<file path="src/core/drain_iso_pkg.sv">
// constants, register map and state encodings for the drain and isolation control
// assumes an external serial front end turns host transfers into byte register strobes
package drain_iso_pkg;

   // ----------------------------------------
   // register offsets
   // ----------------------------------------
   localparam logic [7:0] ADDR_RAIL_DRAIN_CONFIG = 8'h2a;
   localparam logic [7:0] ADDR_ISOLATION_SWITCH_CONFIG = 8'h34;
   localparam logic [7:0] ADDR_DRAIN_AND_SWITCH_CONTROL = 8'heb;

   // ----------------------------------------
   // field positions
   // ----------------------------------------
   localparam int BIT_SINK_ENABLE = 4;
   localparam int BIT_SINGLE_RETRY = 0;
   localparam int BIT_MANUAL_SWITCH = 1;
   localparam int SS_CODE_LSB = 2;
   localparam int SS_CODE_W = 3;
   localparam int BIT_SWITCH_ON = 0;
   localparam int BIT_FULL_DRAIN = 1;
   localparam int BIT_PIN_DRAIN = 2;
   localparam int BIT_FORCED = 3;
   localparam int BIT_DRAIN_DONE = 4;
   localparam int BIT_NODE_UV = 5;

   // ----------------------------------------
   // reset values
   // ----------------------------------------
   localparam logic [7:0] RST_RAIL_DRAIN_CONFIG = 8'h00;
   localparam logic [7:0] RST_ISOLATION_SWITCH_CONFIG = 8'h00;
   localparam logic [7:0] RST_DRAIN_AND_SWITCH_CONTROL = 8'h00;
   localparam logic [7:0] RST_READ_DATA = 8'h00;

   // ----------------------------------------
   // monitor input positions and their idle levels
   // ----------------------------------------
   localparam int IN_VIN_UV = 0;
   localparam int IN_SYS_UV = 1;
   localparam int IN_STOR_UV = 2;
   localparam int IN_SINK_LOW = 3;
   localparam int IN_VDS_ZERO = 4;
   localparam int IN_OVERCURRENT = 5;
   localparam int IN_POWER_FAIL = 6;
   localparam int IN_GPIO_N = 7;
   localparam int NUM_INPUTS = 8;
   localparam logic [7:0] SYNC_INIT = 8'h87;

   // ----------------------------------------
   // timing
   // ----------------------------------------
   localparam int INTERVAL_MS = 250;
   localparam int CLK_MHZ = 250;
   localparam int INTERVAL_CYCLES = INTERVAL_MS * 1000 * CLK_MHZ;

   // ----------------------------------------
   // state encodings
   // ----------------------------------------
   typedef enum logic [2:0] {
      M_POR = 3'h0,
      M_RUN = 3'h1,
      M_DRAIN_BUCK_OFF = 3'h2,
      M_DRAIN_ISOLATE = 3'h3,
      M_DRAIN_SINK = 3'h4
   } main_state_t;

   typedef enum logic [2:0] {
      S_OFF = 3'h0,
      S_SOFT = 3'h1,
      S_ON = 3'h2,
      S_SUPPL = 3'h3,
      S_HICCUP = 3'h4,
      S_HALT = 3'h5
   } switch_state_t;

endpackage

</file>
<file path="src/core/interval_timer_if.sv">
// start and expiry of the shared interval timer
// assumes the controller and the timer share one clock
interface interval_timer_if;
   logic start;
   logic expired;
   modport ctrl (output start, input expired);
   modport timer (input start, output expired);
endinterface

</file>
<file path="src/core/storage_drain_and_isolation_ctrl.sv">
// drain sequencing and isolation switch control of the protection controller
// assumes a serial front end delivers byte register strobes on this clock,
// and that rail comparators and the drain pin arrive asynchronously
module storage_drain_and_isolation_ctrl #(
   parameter int unsigned INTERVAL_CYCLES = drain_iso_pkg::INTERVAL_CYCLES
) (
   input wire logic clk,
   input wire logic rstn,
   input wire logic [7:0] reg_addr,
   input wire logic [7:0] reg_wdata,
   input wire logic reg_wr,
   input wire logic reg_rd,
   output logic [7:0] reg_rdata,
   input wire logic vin_uv,
   input wire logic system_rail_uv,
   input wire logic storage_rail_uv,
   input wire logic sink_current_low,
   input wire logic switch_vds_near_zero,
   input wire logic switch_overcurrent,
   input wire logic input_power_fail,
   input wire logic drain_pin_n,
   output logic efuse_on,
   output logic supplement_buck_on,
   output logic boost_on,
   output logic isolation_switch_en,
   output logic isolation_switch_soft_start,
   output logic isolation_switch_full_limit,
   output logic [2:0] soft_start_current_code,
   output logic storage_rail_sink_on,
   output logic system_rail_sink_on,
   output logic supplement_disabled,
   output logic in_reset_state,
   output logic host_alert_n
);

   // ----------------------------------------
   // state
   // ----------------------------------------
   typedef struct packed {
      logic sink_enable;
      logic single_retry;
      logic manual_switch;
      logic [drain_iso_pkg::SS_CODE_W-1:0] ss_code;
      logic switch_on;
      logic full_drain;
      logic pin_drain;
      logic forced;
      logic drain_done;
      logic node_uv;
      logic sink_active;
      logic drain_forced;
      drain_iso_pkg::main_state_t main_state;
      drain_iso_pkg::switch_state_t sw_state;
      logic [7:0] rdata;
   } ctrl_state_t;

   ctrl_state_t s;
   ctrl_state_t next_s;
   logic [drain_iso_pkg::NUM_INPUTS-1:0] raw_in;
   logic [drain_iso_pkg::NUM_INPUTS-1:0] mon;
   logic drain_req;
   logic drain_exit;
   logic [7:0] rd_value;
   logic wr_rail;
   logic wr_cfg;
   logic wr_ctrl;

   interval_timer_if tif ();

   // ----------------------------------------
   // input synchronisation and interval timer
   // ----------------------------------------
   assign raw_in[drain_iso_pkg::IN_VIN_UV] = vin_uv;
   assign raw_in[drain_iso_pkg::IN_SYS_UV] = system_rail_uv;
   assign raw_in[drain_iso_pkg::IN_STOR_UV] = storage_rail_uv;
   assign raw_in[drain_iso_pkg::IN_SINK_LOW] = sink_current_low;
   assign raw_in[drain_iso_pkg::IN_VDS_ZERO] = switch_vds_near_zero;
   assign raw_in[drain_iso_pkg::IN_OVERCURRENT] = switch_overcurrent;
   assign raw_in[drain_iso_pkg::IN_POWER_FAIL] = input_power_fail;
   assign raw_in[drain_iso_pkg::IN_GPIO_N] = drain_pin_n;

   monitor_sync #(
      .W(drain_iso_pkg::NUM_INPUTS),
      .INIT(drain_iso_pkg::SYNC_INIT)
   ) u_sync (
      .clk(clk),
      .rstn(rstn),
      .async_in(raw_in),
      .sync_out(mon)
   );

   interval_timer #(
      .CYCLES(INTERVAL_CYCLES)
   ) u_timer (
      .clk(clk),
      .rstn(rstn),
      .tif(tif)
   );

   // ----------------------------------------
   // request and exit decode
   // ----------------------------------------
   // drain start sources
   assign drain_req = s.full_drain | s.forced
      | (s.pin_drain & ~mon[drain_iso_pkg::IN_GPIO_N]);

   always_comb begin
      if (s.drain_forced) begin
         drain_exit = mon[drain_iso_pkg::IN_SYS_UV] & mon[drain_iso_pkg::IN_STOR_UV]
            & mon[drain_iso_pkg::IN_VIN_UV];
      end else if (s.sink_active) begin
         drain_exit = mon[drain_iso_pkg::IN_SYS_UV] & mon[drain_iso_pkg::IN_STOR_UV]
            & mon[drain_iso_pkg::IN_SINK_LOW];
      end else begin
         drain_exit = mon[drain_iso_pkg::IN_SYS_UV];
      end
   end

   assign wr_rail = reg_wr && (reg_addr == drain_iso_pkg::ADDR_RAIL_DRAIN_CONFIG);
   assign wr_cfg = reg_wr && (reg_addr == drain_iso_pkg::ADDR_ISOLATION_SWITCH_CONFIG);
   assign wr_ctrl = reg_wr && (reg_addr == drain_iso_pkg::ADDR_DRAIN_AND_SWITCH_CONTROL);

   // ----------------------------------------
   // read mux
   // ----------------------------------------
   // unmapped offsets and reserved bits read as zero
   always_comb begin
      rd_value = 8'h00;
      case (reg_addr)
         drain_iso_pkg::ADDR_RAIL_DRAIN_CONFIG: begin
            rd_value[drain_iso_pkg::BIT_SINK_ENABLE] = s.sink_enable;
         end
         drain_iso_pkg::ADDR_ISOLATION_SWITCH_CONFIG: begin
            rd_value[drain_iso_pkg::BIT_SINGLE_RETRY] = s.single_retry;
            rd_value[drain_iso_pkg::BIT_MANUAL_SWITCH] = s.manual_switch;
            rd_value[drain_iso_pkg::SS_CODE_LSB +: drain_iso_pkg::SS_CODE_W] = s.ss_code;
         end
         drain_iso_pkg::ADDR_DRAIN_AND_SWITCH_CONTROL: begin
            rd_value[drain_iso_pkg::BIT_SWITCH_ON] = s.switch_on;
            rd_value[drain_iso_pkg::BIT_FULL_DRAIN] = s.full_drain;
            rd_value[drain_iso_pkg::BIT_PIN_DRAIN] = s.pin_drain;
            rd_value[drain_iso_pkg::BIT_FORCED] = s.forced;
            rd_value[drain_iso_pkg::BIT_DRAIN_DONE] = s.drain_done;
            rd_value[drain_iso_pkg::BIT_NODE_UV] = s.node_uv;
         end
         default: begin
            rd_value = 8'h00;
         end
      endcase
   end

   // ----------------------------------------
   // next state
   // ----------------------------------------
   always_comb begin
      next_s = s;
      tif.start = 1'b0;
      if (reg_rd) begin
         next_s.rdata = rd_value;
      end

      // configuration writes
      if (wr_rail) begin
         next_s.sink_enable = reg_wdata[drain_iso_pkg::BIT_SINK_ENABLE];
      end
      if (wr_cfg) begin
         next_s.single_retry = reg_wdata[drain_iso_pkg::BIT_SINGLE_RETRY];
         next_s.manual_switch = reg_wdata[drain_iso_pkg::BIT_MANUAL_SWITCH];
         next_s.ss_code = reg_wdata[drain_iso_pkg::SS_CODE_LSB +: drain_iso_pkg::SS_CODE_W];
      end
      // flags clear on write of one; hardware sets below win the same cycle
      if (wr_ctrl) begin
         next_s.switch_on = reg_wdata[drain_iso_pkg::BIT_SWITCH_ON];
         next_s.pin_drain = reg_wdata[drain_iso_pkg::BIT_PIN_DRAIN];
         if (reg_wdata[drain_iso_pkg::BIT_DRAIN_DONE]) begin
            next_s.drain_done = 1'b0;
         end
         if (reg_wdata[drain_iso_pkg::BIT_NODE_UV]) begin
            next_s.node_uv = 1'b0;
         end
      end

      // main sequencer
      case (s.main_state)
         drain_iso_pkg::M_POR: begin
            // undervoltage sink stops at low current
            if (mon[drain_iso_pkg::IN_SINK_LOW]) begin
               next_s.sink_active = 1'b0;
            end
            if (drain_req) begin
               next_s.main_state = drain_iso_pkg::M_DRAIN_BUCK_OFF;
            end else if (!mon[drain_iso_pkg::IN_VIN_UV]) begin
               next_s.sink_active = 1'b0;
               next_s.main_state = drain_iso_pkg::M_RUN;
            end
         end
         drain_iso_pkg::M_RUN: begin
            if (drain_req) begin
               next_s.main_state = drain_iso_pkg::M_DRAIN_BUCK_OFF;
            end else if (mon[drain_iso_pkg::IN_VIN_UV]) begin
               next_s.sink_active = s.sink_enable;
               next_s.main_state = drain_iso_pkg::M_POR;
            end
         end
         drain_iso_pkg::M_DRAIN_BUCK_OFF: begin
            next_s.sink_active = s.sink_enable;
            next_s.drain_forced = s.forced;
            next_s.drain_done = 1'b0;
            next_s.main_state = drain_iso_pkg::M_DRAIN_ISOLATE;
         end
         drain_iso_pkg::M_DRAIN_ISOLATE: begin
            // boost and switch off before sinking
            next_s.main_state = drain_iso_pkg::M_DRAIN_SINK;
         end
         drain_iso_pkg::M_DRAIN_SINK: begin
            // completion seen on low sink current
            if (s.sink_active && mon[drain_iso_pkg::IN_SINK_LOW]) begin
               next_s.drain_done = 1'b1;
            end
            if (drain_exit) begin
               next_s.drain_done = 1'b1;
               next_s.full_drain = 1'b0;
               next_s.forced = 1'b0;
               next_s.sink_active = 1'b0;
               next_s.drain_forced = 1'b0;
               next_s.main_state = drain_iso_pkg::M_POR;
            end
         end
         default: begin
            next_s.main_state = drain_iso_pkg::M_POR;
         end
      endcase

      // isolation switch sequencer, active only in normal run
      if (s.main_state != drain_iso_pkg::M_RUN) begin
         next_s.sw_state = drain_iso_pkg::S_OFF;
      end else begin
         case (s.sw_state)
            drain_iso_pkg::S_OFF: begin
               if (!s.manual_switch || s.switch_on) begin
                  next_s.sw_state = drain_iso_pkg::S_SOFT;
               end
            end
            drain_iso_pkg::S_SOFT: begin
               // constant current until near zero drop
               if (mon[drain_iso_pkg::IN_OVERCURRENT]) begin
                  next_s.node_uv = 1'b1;
                  next_s.sw_state = drain_iso_pkg::S_HICCUP;
               end else if (mon[drain_iso_pkg::IN_VDS_ZERO]) begin
                  next_s.sw_state = drain_iso_pkg::S_ON;
               end else if (tif.expired) begin
                  if (s.single_retry) begin
                     next_s.sw_state = drain_iso_pkg::S_HALT;
                  end else begin
                     next_s.sw_state = drain_iso_pkg::S_HICCUP;
                  end
               end
            end
            drain_iso_pkg::S_ON: begin
               if (mon[drain_iso_pkg::IN_OVERCURRENT]) begin
                  next_s.node_uv = 1'b1;
                  next_s.sw_state = drain_iso_pkg::S_HICCUP;
               end else if (mon[drain_iso_pkg::IN_POWER_FAIL]) begin
                  next_s.sw_state = drain_iso_pkg::S_SUPPL;
               end
            end
            drain_iso_pkg::S_SUPPL: begin
               if (!mon[drain_iso_pkg::IN_POWER_FAIL]) begin
                  next_s.sw_state = drain_iso_pkg::S_ON;
               end
            end
            drain_iso_pkg::S_HICCUP: begin
               if (tif.expired) begin
                  next_s.sw_state = drain_iso_pkg::S_SOFT;
               end
            end
            drain_iso_pkg::S_HALT: begin
               next_s.sw_state = drain_iso_pkg::S_HALT;
            end
            default: begin
               next_s.sw_state = drain_iso_pkg::S_OFF;
            end
         endcase
         // manual off overrides, halt stays put
         if (s.manual_switch && !s.switch_on && s.sw_state != drain_iso_pkg::S_HALT) begin
            next_s.sw_state = drain_iso_pkg::S_OFF;
         end
      end

      if (next_s.sw_state != s.sw_state
          && (next_s.sw_state == drain_iso_pkg::S_SOFT
              || next_s.sw_state == drain_iso_pkg::S_HICCUP)) begin
         tif.start = 1'b1;
      end

      // requests set last so a write never loses to the hardware clear
      if (wr_ctrl) begin
         if (reg_wdata[drain_iso_pkg::BIT_FULL_DRAIN]) begin
            next_s.full_drain = 1'b1;
         end
         if (reg_wdata[drain_iso_pkg::BIT_FORCED]) begin
            next_s.forced = 1'b1;
         end
      end
   end

   // ----------------------------------------
   // state register
   // ----------------------------------------
   always_ff @(posedge clk or negedge rstn) begin
      if (!rstn) begin
         s.sink_enable <= drain_iso_pkg::RST_RAIL_DRAIN_CONFIG[drain_iso_pkg::BIT_SINK_ENABLE];
         s.single_retry <=
            drain_iso_pkg::RST_ISOLATION_SWITCH_CONFIG[drain_iso_pkg::BIT_SINGLE_RETRY];
         s.manual_switch <=
            drain_iso_pkg::RST_ISOLATION_SWITCH_CONFIG[drain_iso_pkg::BIT_MANUAL_SWITCH];
         s.ss_code <= drain_iso_pkg::RST_ISOLATION_SWITCH_CONFIG[
            drain_iso_pkg::SS_CODE_LSB +: drain_iso_pkg::SS_CODE_W];
         s.switch_on <=
            drain_iso_pkg::RST_DRAIN_AND_SWITCH_CONTROL[drain_iso_pkg::BIT_SWITCH_ON];
         s.full_drain <=
            drain_iso_pkg::RST_DRAIN_AND_SWITCH_CONTROL[drain_iso_pkg::BIT_FULL_DRAIN];
         s.pin_drain <=
            drain_iso_pkg::RST_DRAIN_AND_SWITCH_CONTROL[drain_iso_pkg::BIT_PIN_DRAIN];
         s.forced <= drain_iso_pkg::RST_DRAIN_AND_SWITCH_CONTROL[drain_iso_pkg::BIT_FORCED];
         s.drain_done <=
            drain_iso_pkg::RST_DRAIN_AND_SWITCH_CONTROL[drain_iso_pkg::BIT_DRAIN_DONE];
         s.node_uv <= drain_iso_pkg::RST_DRAIN_AND_SWITCH_CONTROL[drain_iso_pkg::BIT_NODE_UV];
         s.sink_active <= 1'b0;
         s.drain_forced <= 1'b0;
         s.main_state <= drain_iso_pkg::M_POR;
         s.sw_state <= drain_iso_pkg::S_OFF;
         s.rdata <= drain_iso_pkg::RST_READ_DATA;
      end else begin
         s <= next_s;
      end
   end

   // ----------------------------------------
   // output decode
   // ----------------------------------------
   // eFuse follows run state only, so hiccup keeps the system up
   assign efuse_on = (s.main_state == drain_iso_pkg::M_RUN);
   // storage buck feeds the system rail
   assign supplement_buck_on = efuse_on && (s.sw_state == drain_iso_pkg::S_SUPPL);
   assign isolation_switch_en = efuse_on && (s.sw_state == drain_iso_pkg::S_SOFT
      || s.sw_state == drain_iso_pkg::S_ON || s.sw_state == drain_iso_pkg::S_SUPPL);
   // soft start current and full limit
   assign isolation_switch_soft_start = efuse_on && (s.sw_state == drain_iso_pkg::S_SOFT);
   assign isolation_switch_full_limit = efuse_on && (s.sw_state == drain_iso_pkg::S_ON
      || s.sw_state == drain_iso_pkg::S_SUPPL);
   // boost only with switch fully on
   assign boost_on = efuse_on && (s.sw_state == drain_iso_pkg::S_ON);
   assign soft_start_current_code = s.ss_code;
   // rail sinks in reset or drain
   assign storage_rail_sink_on = s.sink_active && (s.main_state == drain_iso_pkg::M_POR
      || s.main_state == drain_iso_pkg::M_DRAIN_SINK);
   assign system_rail_sink_on = storage_rail_sink_on;
   assign supplement_disabled = efuse_on && (s.sw_state == drain_iso_pkg::S_HICCUP
      || s.sw_state == drain_iso_pkg::S_HALT);
   assign in_reset_state = !efuse_on;
   assign host_alert_n = ~s.node_uv;
   assign reg_rdata = s.rdata;

endmodule

</file>
<file path="src/core/monitor_sync.sv">
// three-stage synchroniser for comparator and pin inputs
// assumes inputs are asynchronous levels; an output moves once stages two and three agree
module monitor_sync #(
   parameter int W = drain_iso_pkg::NUM_INPUTS,
   parameter logic [W-1:0] INIT = drain_iso_pkg::SYNC_INIT
) (
   input wire logic clk,
   input wire logic rstn,
   input wire logic [W-1:0] async_in,
   output logic [W-1:0] sync_out
);

   typedef struct packed {
      logic [W-1:0] s1;
      logic [W-1:0] s2;
      logic [W-1:0] s3;
      logic [W-1:0] out;
   } sync_state_t;

   sync_state_t s;
   sync_state_t next_s;
   logic [W-1:0] agree;

   // the first stage feeds only the second; filtering looks at stages two and three
   always_comb begin
      agree = ~(s.s2 ^ s.s3);
      next_s = s;
      next_s.s1 = async_in;
      next_s.s2 = s.s1;
      next_s.s3 = s.s2;
      next_s.out = (s.s3 & agree) | (s.out & ~agree);
   end

   // state register
   always_ff @(posedge clk or negedge rstn) begin
      if (!rstn) begin
         s <= {INIT, INIT, INIT, INIT};
      end else begin
         s <= next_s;
      end
   end

   assign sync_out = s.out;

endmodule

</file>
<file path="src/core/interval_timer.sv">
// one-shot interval timer, restarted by a start pulse
// assumes start is a single-cycle pulse from logic on the same clock
module interval_timer #(
   parameter int unsigned CYCLES = drain_iso_pkg::INTERVAL_CYCLES
) (
   input wire logic clk,
   input wire logic rstn,
   interval_timer_if.timer tif
);

   localparam int W = $clog2(CYCLES + 1);
   localparam logic [W-1:0] LAST = W'(CYCLES - 1);

   typedef struct packed {
      logic [W-1:0] count;
      logic running;
      logic expired;
   } timer_state_t;

   timer_state_t s;
   timer_state_t next_s;

   // a start always wins, so a stale expiry never leaks into a new interval
   always_comb begin
      next_s = s;
      if (tif.start) begin
         next_s.count = '0;
         next_s.running = 1'b1;
         next_s.expired = 1'b0;
      end else if (s.running) begin
         if (s.count == LAST) begin
            next_s.running = 1'b0;
            next_s.expired = 1'b1;
         end else begin
            next_s.count = s.count + W'(1);
         end
      end
   end

   // state register
   always_ff @(posedge clk or negedge rstn) begin
      if (!rstn) begin
         s <= '0;
      end else begin
         s <= next_s;
      end
   end

   assign tif.expired = s.expired;

endmodule

</file>
<file path="config.mk">
export PLATFORM = sky130hd
export DESIGN_NAME = storage_drain_and_isolation_ctrl
export DESIGN_NICKNAME = d
export VERILOG_FILES = /design/src/core/drain_iso_pkg.sv /design/src/core/interval_timer_if.sv /design/src/core/storage_drain_and_isolation_ctrl.sv /design/src/core/monitor_sync.sv /design/src/core/interval_timer.sv
export SDC_FILE = /design/constraint.sdc
export NUM_CORES = 1
export LEC_CHECK = 0
export BUFFER_PORTS_ARGS = -buffer_cell sky130_fd_sc_hd__buf_2
export CAP_MARGIN = 25
export CORE_AREA = 2 2 109 69
export DETAILED_ROUTE_END_ITERATION = 16
export DIE_AREA = 0 0 111 71
export PLACE_DENSITY = 0.77
export RECOVER_POWER = 100
export SYNTH_ARGS = -nofsm -noshare
export SYNTH_HDL_FRONTEND = slang
export SYNTH_SLANG_ARGS = --single-unit
</file>
<file path="constraint.sdc">
create_clock -name clk -period 3.2 [get_ports clk]
set_input_delay 0.64 -clock clk [delete_from_list [all_inputs] [get_ports clk]]
set_output_delay 0.64 -clock clk [all_outputs]
set_load 0.02 [all_outputs]
</file>
# After elaboration in Yosys (flattened, before gate mapping)
# Cells that the tools add are included.
op_classes:
  add_sub_neg: 1
  n_eq_ne: 24
  n_mux: 51
  bitwise: 14
  reduce_logical: 36
ops:
  columns: ["cell", "count"]
  rows:
  - ["$mux W28", 2]
  - ["$mux W3", 14]
  - ["$add A26 B1 Y26 const B", 1]
  - ["$eq A26 B26 Y1 const B", 1]
  - ["$mux W26", 1]
  - ["$mux W1", 23]
  - ["$pmux W3 S6", 1]
  - ["$and A8 B8 Y8", 2]
  - ["$eq A8 B6 Y1 const B", 2]
  - ["$not A8 Y8", 2]
  - ["$pmux W3 S5", 1]
  - ["$logic_and A1 B1 Y1", 14]
  - ["$eq A3 B2 Y1 const B", 4]
  - ["$eq A3 B3 Y1 const B", 4]
  - ["$eq A3 B1 Y1 const B", 3]
  - ["$eq A8 B8 Y1 const B", 1]
  - ["$or A8 B8 Y8", 1]
  - ["$pmux W4 S2", 1]
  - ["$xor A8 B8 Y8", 1]
  - ["$logic_or A1 B1 Y1", 7]
  - ["$logic_not A3 Y1", 2]
  - ["$mux W2", 3]
  - ["$ne A2 B2 Y1 const B", 3]
  - ["$ne A3 B1 Y1 const B", 2]
  - ["17 further kinds", 30]
word_totals:
  ff_bits: 86
  input_bits: 28
  output_inout_bits: 22
  word_cells: 148

# Depth between registers and ports, before layout
# Gate-level depths: netlist of run 1.
logic_depth:
  depth_word: 13
  ltp_mapped: 8
  mapped_depth_nobuf: 7

# Modules after synthesis
# From an unflattened synthesis of run 1, not the netlist that was laid out.
hier_totals:
  hier_cells: 365
  area_unflattened_um2: 3982.6
by_module_without_submodules:
  columns: ["module", "instances", "cells_each", "area_each_um2", "seq_area_each_um2"]
  rows:
  - ["storage_drain_and_isolation_ctrl", 1, 172, 1591.5, 650.6]
  - ["interval_timer", 1, 145, 1420.1, 700.7]
  - ["monitor_sync", 1, 48, 970.9, 820.8]

# Worst setup path after synthesis of run 1
# No wires, ideal clock.
synth_path:
  path_kind: "register to output"
  startpoint: "reg s[13] (netlist bit)"
  endpoint: "out supplement_buck_on"
  arrival_ns: 1.797
  required_ns: 2.560
  setup_slack_ns: 0.763
  path_stages_with_launch: 6
  n_path_buf: 1
  path_cell_list: "dfrtp_1 clkbuf_1 nor2_1 nand2_1 nor3_1 and2_1"
synth_between:
  elab_chain_cells: 2
synth_lines:
  columns: ["element", "line_no", "source"]
  rows:
  - ["from (decl)", "storage_drain_and_isolation_ctrl.sv:57", "ctrl_state_t s;"]
  - ["from (signal assigned)", "storage_drain_and_isolation_ctrl.sv:335", "s <= next_s;"]
  - ["$eq A3 B1 Y1", "storage_drain_and_isolation_ctrl.sv:343", "assign efuse_on = (s.main_state == drain_iso_pkg::M_RUN);"]
  - ["$logic_and A1 B1 Y1", "storage_drain_and_isolation_ctrl.sv:345", "assign supplement_buck_on = efuse_on && (s.sw_state == drain_iso_pkg::S_SUPPL);"]
  - ["to (decl)", "storage_drain_and_isolation_ctrl.sv:23", "output logic supplement_buck_on,"]
# No other way between the ends.

==> results.tsv, run 1 <==
stage	metric	value	unit
critical_path	WP depth	7	
die	die area	7880	um2
timing	setup_tns	0	ns
timing	Max Fclk	0.371	GHz
timing	Slew @ Worst Pin	0.694	ns
critical_path	WS Path Type	flop to flop	
clock_network	clk slew on worst S/H paths	0.07	ns
critical_path	CP max stage delay	0.56	ns
routing	first-pass iteration count of the detailed router	5	
timing	Final setup viols	0	
clock_network	Sink Count	86	
placement	PortBufs	45	
critical_path	Crit path required time	3.47	ns
power	clock network fraction of total power	32.8	%
critical_path	critical path peak fanout	28	
final_layout	area of the multi-input gates	1440	um2
synth	FF+latch count, synth	86	
status	status	finished, final reports clean	
critical_path	CP endpoint kind	flop	
routing	WL/cell	14.2	um
power	Comb pwr share	21.5	%
routing	vias per cell	5.44	
synth	Netlist cell types	52	
synth	YS warnings	0	
synth	predominant post-synthesis flop cell	dfrtp_1	
critical_path	CP cell instances	or4b_1 > a21oi_1 > o31ai_1 > a21o_1 > a2111oi_4 > clkbuf_2 > or2_2	
die	row count	24	
placement	placer congestion estimate	0.850	
clock_network	CTS tree	yes	
power	Switch Pwr	0.000979	W
placement	dpl hpwl	4.63	mm
routing	vias	2645	
die	Die Y	71	um
clock_network	Clock Root Buffer	clkbuf_16	
final_layout	Nets	419	
die	area of the core	6940	um2
timing	period utilisation layout	84.2	%
die	Boundary Pins	50	
grt	first-pass GRT wire length	11.7	mm
final_layout	fill cell count	557	
power	Cell Pwr Density	686	nW/um2
die	Die Wd	111	um
critical_path	Crit-path slowest cell	or4b_1	
timing	Relative slew margins	53.4	%
timing	Period minus WS final	2.69	ns
clock_network	PostCTS Resize Cnt	0	
flow_run	max_cap viols	0	
timing	unrepaired setup endpoints after global routing	false	
clock_network	Clock Tree Buf Depth	2	
final_layout	Core Util, Final	62.1	%
grt	Tot GR Track Use	18.5	%
routing	final WL	6.91	mm
synth	Async SR Flop Fraction	100	%
synth	cells after synthesis	349	
critical_path	Worst setup SP type	flop	
grt	vias in the first global route	2460	
final_layout	Syn-to-layout area delta	13.1	%
timing	post-layout worst setup margin	0.506	ns
clock_network	CTS Hold Buffers Added	0	
placement	pre-CTS setup slack	0.753	ns
power	maximum VDD drop	418	uV
grt	total congestion overflow	0	
critical_path	delay-heaviest family, CP	compound AO/OA/AOI/OAI gates	
power	Switching Fraction	33.1	%
routing	Antenna Nets Post-Route	0	
final_layout	share of cells above drive strength 1	16.2	%
critical_path	r2r worst-path depth	7	
timing	Slew Limit Fails	0	
clock_network	CTS HTree Levels	3	
power	P_int	0.00198	W
routing	drt initial violations	240	
final_layout	Sequential cell area	2170	um2
grt	largest net degree at the start of global routing	87	
timing	Clock Skews	0.00709	ns
routing	Remaining DRCs	0	
placement	placed cell area	4040	um2
power	part of the power in registers	45.7	%
grt	initial antenna violation count	0	
clock_network	Setup Fix Bufs, Post-CTS	0	
clock_network	CTS Buf Count	9	
synth	number of flops mapped to enable cells by yosys	0	
final_layout	n_diodes	0	
final_layout	Finished Cell Area	4310	um2
hold_path	Hold WC Path Type	input port to async pin	
timing	Final Hold Fails	0	
synth	syn avg cell area	10.9	um2
clock_network	Clk Latency, worst-skew pair	0.33	ns
critical_path	Crit path arrival time	2.97	ns
synth	register area share after synthesis	57.1	%
power	Pleak	1.91	nW
synth	Mapped Area	3810	um2
die	Starting Density	54.9	%
critical_path	CP bufs+invs	1	
## placed cells by master, fill, tap and decap left out, drive strengths merged, types with 2 or more instances in the layout
cell	count
dfrtp	70
nor2	41
clkbuf	34
nand2	26
buf	25
xor2	20
nand3	18
inv	18
dfstp	16
o21ai	13
a21oi	11
maj3	8
mux2	7
nor2b	6
and3	6
xnor2	6
and4	5
nand4	5
nor3	5
nor4	4
or3	4
a22oi	4
o31ai	3
a32o	3
clkinvlp	3
nand2b	2
or2	2
a22o	2
a211oi	2
conb	2
clkinv	2
and2	2
## flip-flops by register name, indices dropped and copies added, names as in the netlist, named ones only
register / count
u_sync.next_s: 16
s: 17
reg_rdata: 6
soft_start_current_code: 3
u_sync.s: 8
u_timer.tif.expired: 1
u_timer.s: 27
## Yosys cell counts (all sizes together) (2+ instances only)
cell    number  area (um2)
o21ai       13        65.1
maj3         8        80.1
nand2b       2        12.5
a21oi       11        58.8
nor4         4        25.0
inv         16        60.1
a22oi        4        30.0
a211oi       2        15.0
nand3       18        90.1
a32o         3        30.0
xnor2        6        52.6
dfstp       16         420
nand2       26        97.6
clkbuf       7        26.3
nor2b        6        37.5
a22o         2        17.5
nor3         5        25.0
nand4        5        31.3
mux2         7        78.8
buf         14         113
or3          4        25.0
and2         2        12.5
dfrtp       70        1750
or2          2        12.5
xor2        20         175
and3         6        37.5
o31ai        3        22.5
nor2        41         154
and4         5        43.8
## power groups by stage
stage                     combinational, W  clock (W)  sequential, W
after floorplan                   0.000568          0        0.00130
after global placement            0.000633          0        0.00136
after detailed placement          0.000651          0        0.00137
after CTS                         0.000652   0.000986        0.00135
after global routing              0.000714    0.00104        0.00137
final                             0.000635   0.000969        0.00135
## layout make-up
cell class	instances	area share (%)
clock buffer	9	5.23
clock inverter	7	1.34
inverter	16	1.39
multi-input combinational	227	33.3
sequential	86	50.4
tap	91	2.64
timing repair buffer	50	5.64
## per-stage QoR
step	std cells	hold slack [ns]	power (W)
finish	486	0.326	0.00295
global route	486	0.359	0.00312
CTS	485	0.350	0.00298
detailed placement	469	0.336	0.00202
global placement	469	0.333	0.00199
floorplan	350	0.331	0.00186
## layer usage
| metal | up-vias | track usage [%] | wire, um |
|---|---|---|---|
| li1 | 1272 | - | - |
| met1 | 1302 | 27.9 | 3610 |
| met2 | 69 | 26.4 | 2950 |
| met3 | 2 | 5.40 | 329 |
| met4 | 0 | 4.86 | 18 |
| met5 | - | 0 | 0 |
## cell families after synthesis
| group | synth area share [%] |
|---|---|
| AOI/OAI and AO/OA | 9.17 |
| xor gates and xnor gates | 5.98 |
| adders and majority gates | 2.43 |
| buffers and inverters | 5.23 |
| DFF | 57.1 |
| muxes | 2.07 |
| other | 0.0985 |
| and+or+nand+nor | 17.9 |
## worst paths after layout
| kind | start | to | slack (ns) |
|---|---|---|---|
| max | s[10] | u_timer.s[1] | 0.51 |
| min | rstn | u_sync.next_s[19] | 0.33 |
| max reg2reg | s[10] | u_timer.s[1] | 0.51 |
| min reg2reg | u_sync.next_s[20] | u_sync.next_s[12] | 0.35 |
| max in group asynchronous | rstn | u_sync.s[9] | 2.07 |
| min in group clk | u_sync.next_s[20] | u_sync.next_s[12] | 0.35 |
Note: power is estimated with default switching activity, not from simulation.
==> inputs of run 2 (changes only) <==
- clock period: 3.2 -> 2.7 ns (I/O delays scaled with it)
==> results.tsv, run 2 (synthesized netlist as in run 1, its figures left out) <==
stage	metric	value	unit
final_layout	most frequent cells in the layout	dfrtp_1, nor2_1, nand2_1	
final_layout	Nets	421	
grt	vias in the first global route	2430	
die	area of the core	6940	um2
critical_path	CP endpoint kind	flop	
power	Power Total	0.00369	W
final_layout	most common cell after layout, fill and taps aside	dfrtp_1	
grt	total congestion overflow	0	
critical_path	WS Path Type	flop to flop	
clock_network	Clock Root Buffer	clkbuf_16	
die	Die Y	71	um
die	row count	24	
die	die area	7880	um2
timing	unrepaired setup endpoints after global routing	false	
critical_path	Critical R2R Launch	s[8]	
critical_path	Crit path arrival time	2.68	ns
hold_path	Hold WC Path Type	input port to flop	
clock_network	Clock Tree Buf Depth	2	
timing	Slew Limit Fails	43	
placement	placer congestion estimate	0.843	
grt	first-pass GRT wire length	11.9	mm
power	Pleak	1.96	nW
final_layout	Syn-to-layout area delta	14.7	%
timing	Relative slew margins	-43.9	%
critical_path	worst reg2reg setup slack	0.24	ns
die	Die Wd	111	um
routing	drt initial violations	266	
hold_path	Hold Startpoint	storage_rail_uv	
grt	largest net degree at the start of global routing	45	
routing	Antenna Nets Post-Route	0	
clock_network	Setup Fix Bufs, Post-CTS	0	
flow_run	max_cap viols	1	
clock_network	Sink Count	86	
timing	Clock Skews	0.00776	ns
grt	Tot GR Track Use	19.4	%
timing	Max Fclk	0.406	GHz
grt	initial antenna violation count	0	
status	violated checks	capacitance limit, slew limit	
die	Starting Density	54.9	%
hold_path	WHS Path Cells	1	
timing	Final setup viols	0	
clock_network	CTS Hold Buffers Added	0	
routing	final WL	7.04	mm
critical_path	r2r worst-path depth	7	
routing	vias per cell	5.40	
final_layout	share of cells above drive strength 1	17.1	%
clock_network	CTS Buf Count	9	
routing	vias	2633	
timing	Period minus WS final	2.46	ns
status	status	finished, violations left	
final_layout	Core Util, Final	62.9	%
hold_path	Hold Crit Endpoint	u_sync.next_s[18]	
clock_network	clk slew on worst S/H paths	0.06	ns
routing	Remaining DRCs	0	
power	maximum VDD drop	556	uV
timing	period utilisation layout	91.2	%
placement	PortBufs	45	
clock_network	CTS tree	yes	
final_layout	Top reg by flops	u_timer.s	
timing	setup_tns	0	ns
placement	dpl hpwl	4.89	mm
critical_path	Worst setup SP type	flop	
critical_path	r2r endpoint	u_timer.s[26]	
critical_path	Crit path required time	2.92	ns
routing	first-pass iteration count of the detailed router	5	
routing	WL/cell	14.4	um
clock_network	Clk Latency, worst-skew pair	0.34	ns
die	Boundary Pins	50	
critical_path	critical path peak fanout	28	
final_layout	n_diodes	0	
final_layout	Largest register FFs	27	
timing	Slew @ Worst Pin	2.16	ns
power	Cell Pwr Density	846	nW/um2
clock_network	PostCTS Resize Cnt	0	
timing	Final Hold Fails	0	
clock_network	CTS HTree Levels	3	
==> run 2: critical path, cell delays in order, from the launching register on <==
cell       delay, ns
dfrtp_1         0.59
or4b_1          0.47
a21oi_1         0.20
o31ai_1         0.13
a21o_1          0.19
a2111oi_2       0.47
buf_12          0.23
nor2_1          0.07
==> run 2: area by class of cell <==
cell class / instances / area, um2
inverters: 16 / 60.1
repair buffers: 52 / 270
multi-input cells: 227 / 1420
clock inverters: 6 / 75.1
well taps: 91 / 114
fillers: 558 / 2570
flip-flops and latches: 86 / 2170
clock buffers: 10 / 250
==> run 2: where the power goes <==
| group | switching, W | internal [W] |
|---|---|---|
| clock network | 0.000518 | 0.000787 |
| logic | 0.000491 | 0.000307 |
| registers | 0.000157 | 0.00143 |
| total | 0.00117 | 0.00252 |
==> run 2: how the worst max path moves through the flow <==
stage,slack [ns],from,to,depth (start not counted)
2_1_floorplan,0.36,s[13],supplement_buck_on,5
3_3_place_gp,0.41,s[8],u_timer.s[1],7
3_5_place_dp,0.36,s[8],u_timer.s[6],7
4_1_cts,0.29,s[12],isolation_switch_en,6
5_1_grt,0.1,s[11],isolation_switch_en,7
6_report,0.24,s[8],u_timer.s[26],7
==> run 2: layer usage <==
metal	GRT usage (%)	part of all wire, %
met5	0	0
met4	7.78	0.94
met3	6.51	6.9
met2	27.7	43
met1	27.5	49
==> run 2: metrics by stage <==
stage | area (um2) | hold slack (ns) | cells | worst slack (ns)
3_3_place_gp | 4090 | 0.332 | 472 | 0.408
2_1_floorplan | 3810 | 0.244 | 350 | 0.363
4_1_cts | 4420 | 0.180 | 488 | 0.289
3_5_place_dp | 4090 | 0.336 | 472 | 0.356
5_1_grt | 4360 | 0.271 | 488 | 0.0952
6_report | 4360 | 0.299 | 488 | 0.237
==> inputs of run 3 (changes only) <==
==> constraint.sdc (replaced) <==
create_clock -name clk -period 2.7 [get_ports clk]
set_input_delay 0.54 -clock clk [delete_from_list [all_inputs] [get_ports clk]]
set_output_delay 0.54 -clock clk [all_outputs]
set_load 0.1 [all_outputs]
==> results.tsv, run 3 (synthesized netlist as in run 1, its figures left out) <==
stage	metric	value	unit
routing	final WL	7.09	mm
hold_path	WHS Path Cells	1	
clock_network	Clk Latency, worst-skew pair	0.33	ns
power	maximum VDD drop	623	uV
die	area of the core	6940	um2
final_layout	Largest register FFs	27	
timing	Final setup viols	0	
power	Pleak	1.98	nW
critical_path	Worst setup SP type	flop	
clock_network	CTS Buf Count	9	
final_layout	Core Util, Final	63.7	%
hold_path	Hold Startpoint	drain_pin_n	
die	Die Wd	111	um
timing	setup_tns	0	ns
critical_path	WS Path Type	flop to primary output	
power	P_int	0.00253	W
grt	first-pass GRT wire length	12.3	mm
critical_path	r2r endpoint	u_timer.s[24]	
clock_network	CTS HTree Levels	3	
power	Comb pwr share	29.4	%
timing	Relative slew margins	-50.2	%
die	Boundary Pins	50	
placement	dpl hpwl	4.98	mm
die	row count	24	
final_layout	most frequent cells in the layout	dfrtp_1, nor2_1, nand2_1	
critical_path	Crit-path slowest cell	dfrtp_1	
routing	vias	2634	
critical_path	CP max stage delay	0.46	ns
final_layout	most common cell after layout, fill and taps aside	dfrtp_1	
flow_run	max_cap viols	1	
status	violated checks	capacitance limit, slew limit	
timing	period utilisation layout	94.4	%
grt	largest net degree at the start of global routing	45	
final_layout	Top reg by flops	u_timer.s	
power	clock network fraction of total power	31.9	%
routing	drt initial violations	203	
routing	vias per cell	5.39	
timing	Slew Limit Fails	44	
clock_network	clk slew on worst S/H paths	0.06	ns
clock_network	PostCTS Resize Cnt	0	
critical_path	Crit path required time	2.16	ns
timing	WHS	0.302	ns
timing	Final Hold Fails	0	
clock_network	Setup Fix Bufs, Post-CTS	0	
grt	Tot GR Track Use	19.7	%
grt	vias in the first global route	2471	
final_layout	Nets	422	
placement	PortBufs	45	
timing	Clock Skews	0.00593	ns
critical_path	CP cell instances	inv_2 > nor2_4 > nand2_8 > nor2_1 > and3_2 > or2_4 > buf_2	
critical_path	r2r worst-path depth	7	
timing	Period minus WS final	2.55	ns
critical_path	critical path peak fanout	7	
clock_network	Sink Count	86	
timing	unrepaired setup endpoints after global routing	false	
routing	Antenna Nets Post-Route	0	
final_layout	Finished Cell Area	4420	um2
die	Die Y	71	um
die	Starting Density	54.9	%
hold_path	Hold WC Path Type	input port to flop	
power	Switching Fraction	37.9	%
grt	total congestion overflow	0	
routing	Remaining DRCs	0	
critical_path	worst reg2reg setup slack	0.16	ns
status	status	finished, violations left	
timing	Slew @ Worst Pin	2.25	ns
clock_network	CTS Hold Buffers Added	0	
grt	initial antenna violation count	0	
placement	placed cell area	4150	um2
routing	WL/cell	14.5	um
final_layout	Syn-to-layout area delta	16.0	%
critical_path	CP endpoint kind	primary output	
routing	first-pass iteration count of the detailed router	4	
placement	placer congestion estimate	0.887	
clock_network	Clock Root Buffer	clkbuf_16	
power	part of the power in registers	38.7	%
timing	Max Fclk	0.392	GHz
final_layout	n_diodes	0	
die	die area	7880	um2
power	Switch Pwr	0.00154	W
clock_network	CTS tree	yes	
clock_network	Clock Tree Buf Depth	2	
final_layout	share of cells above drive strength 1	20.1	%
power	Cell Pwr Density	921	nW/um2
hold_path	Hold Crit Endpoint	u_sync.next_s[23]	
critical_path	Crit path arrival time	2.01	ns
-- run 3: how the worst max path moves through the flow --
stage                               end  slack (ns)   from  cells past startpoint
floorplan            supplement_buck_on       -0.03  s[11]                      5
global placement           u_timer.s[1]        0.39   flop                      7
detailed placement        u_timer.s[27]        0.33   flop                      7
CTS                 isolation_switch_en        0.14  s[11]                      7
global route        isolation_switch_en       0.002  s[11]                      7
finish              isolation_switch_en        0.15  s[11]                      7
-- run 3: critical path: cells and delay by family (launching register included) --
kind	cells	cell delay, ns
flip-flops	1	0.46
AND/OR/NAND/NOR	5	0.71
buffers and inverters	2	0.50
-- run 3: power groups by stage --
stage / clock network [W] / logic (W) / registers [W]
floorplan: 0 / 0.00110 / 0.00154
global placement: 0 / 0.00121 / 0.00159
detailed placement: 0 / 0.00124 / 0.00160
CTS: 0.00133 / 0.00124 / 0.00158
global route: 0.00140 / 0.00129 / 0.00160
finish: 0.00130 / 0.00120 / 0.00157
-- run 3: routing by layer --
metal	routed length (um)	up-vias	GRT usage, %
met5	0	-	0
met4	53	0	5.83
met3	329	5	5.23
met2	3010	69	27.8
met1	3700	1268	30.1
li1	-	1292	-
-- run 3: area by class of cell --
type / instances / area, um2
clock inverters: 6 / 72.6
inverters: 16 / 63.8
fillers: 549 / 2520
flip-flops and latches: 86 / 2170
well taps: 91 / 114
repair buffers: 53 / 270
multi-input cells: 227 / 1470
clock buffers: 10 / 250
-- run 3: per-stage QoR --
stage / std cells / worst slack [ns] / power, W
2_1_floorplan: 350 / -0.0283 / 0.00264
3_3_place_gp: 473 / 0.389 / 0.00280
3_5_place_dp: 473 / 0.334 / 0.00284
4_1_cts: 489 / 0.143 / 0.00415
5_1_grt: 489 / 0.00226 / 0.00429
6_report: 489 / 0.152 / 0.00407
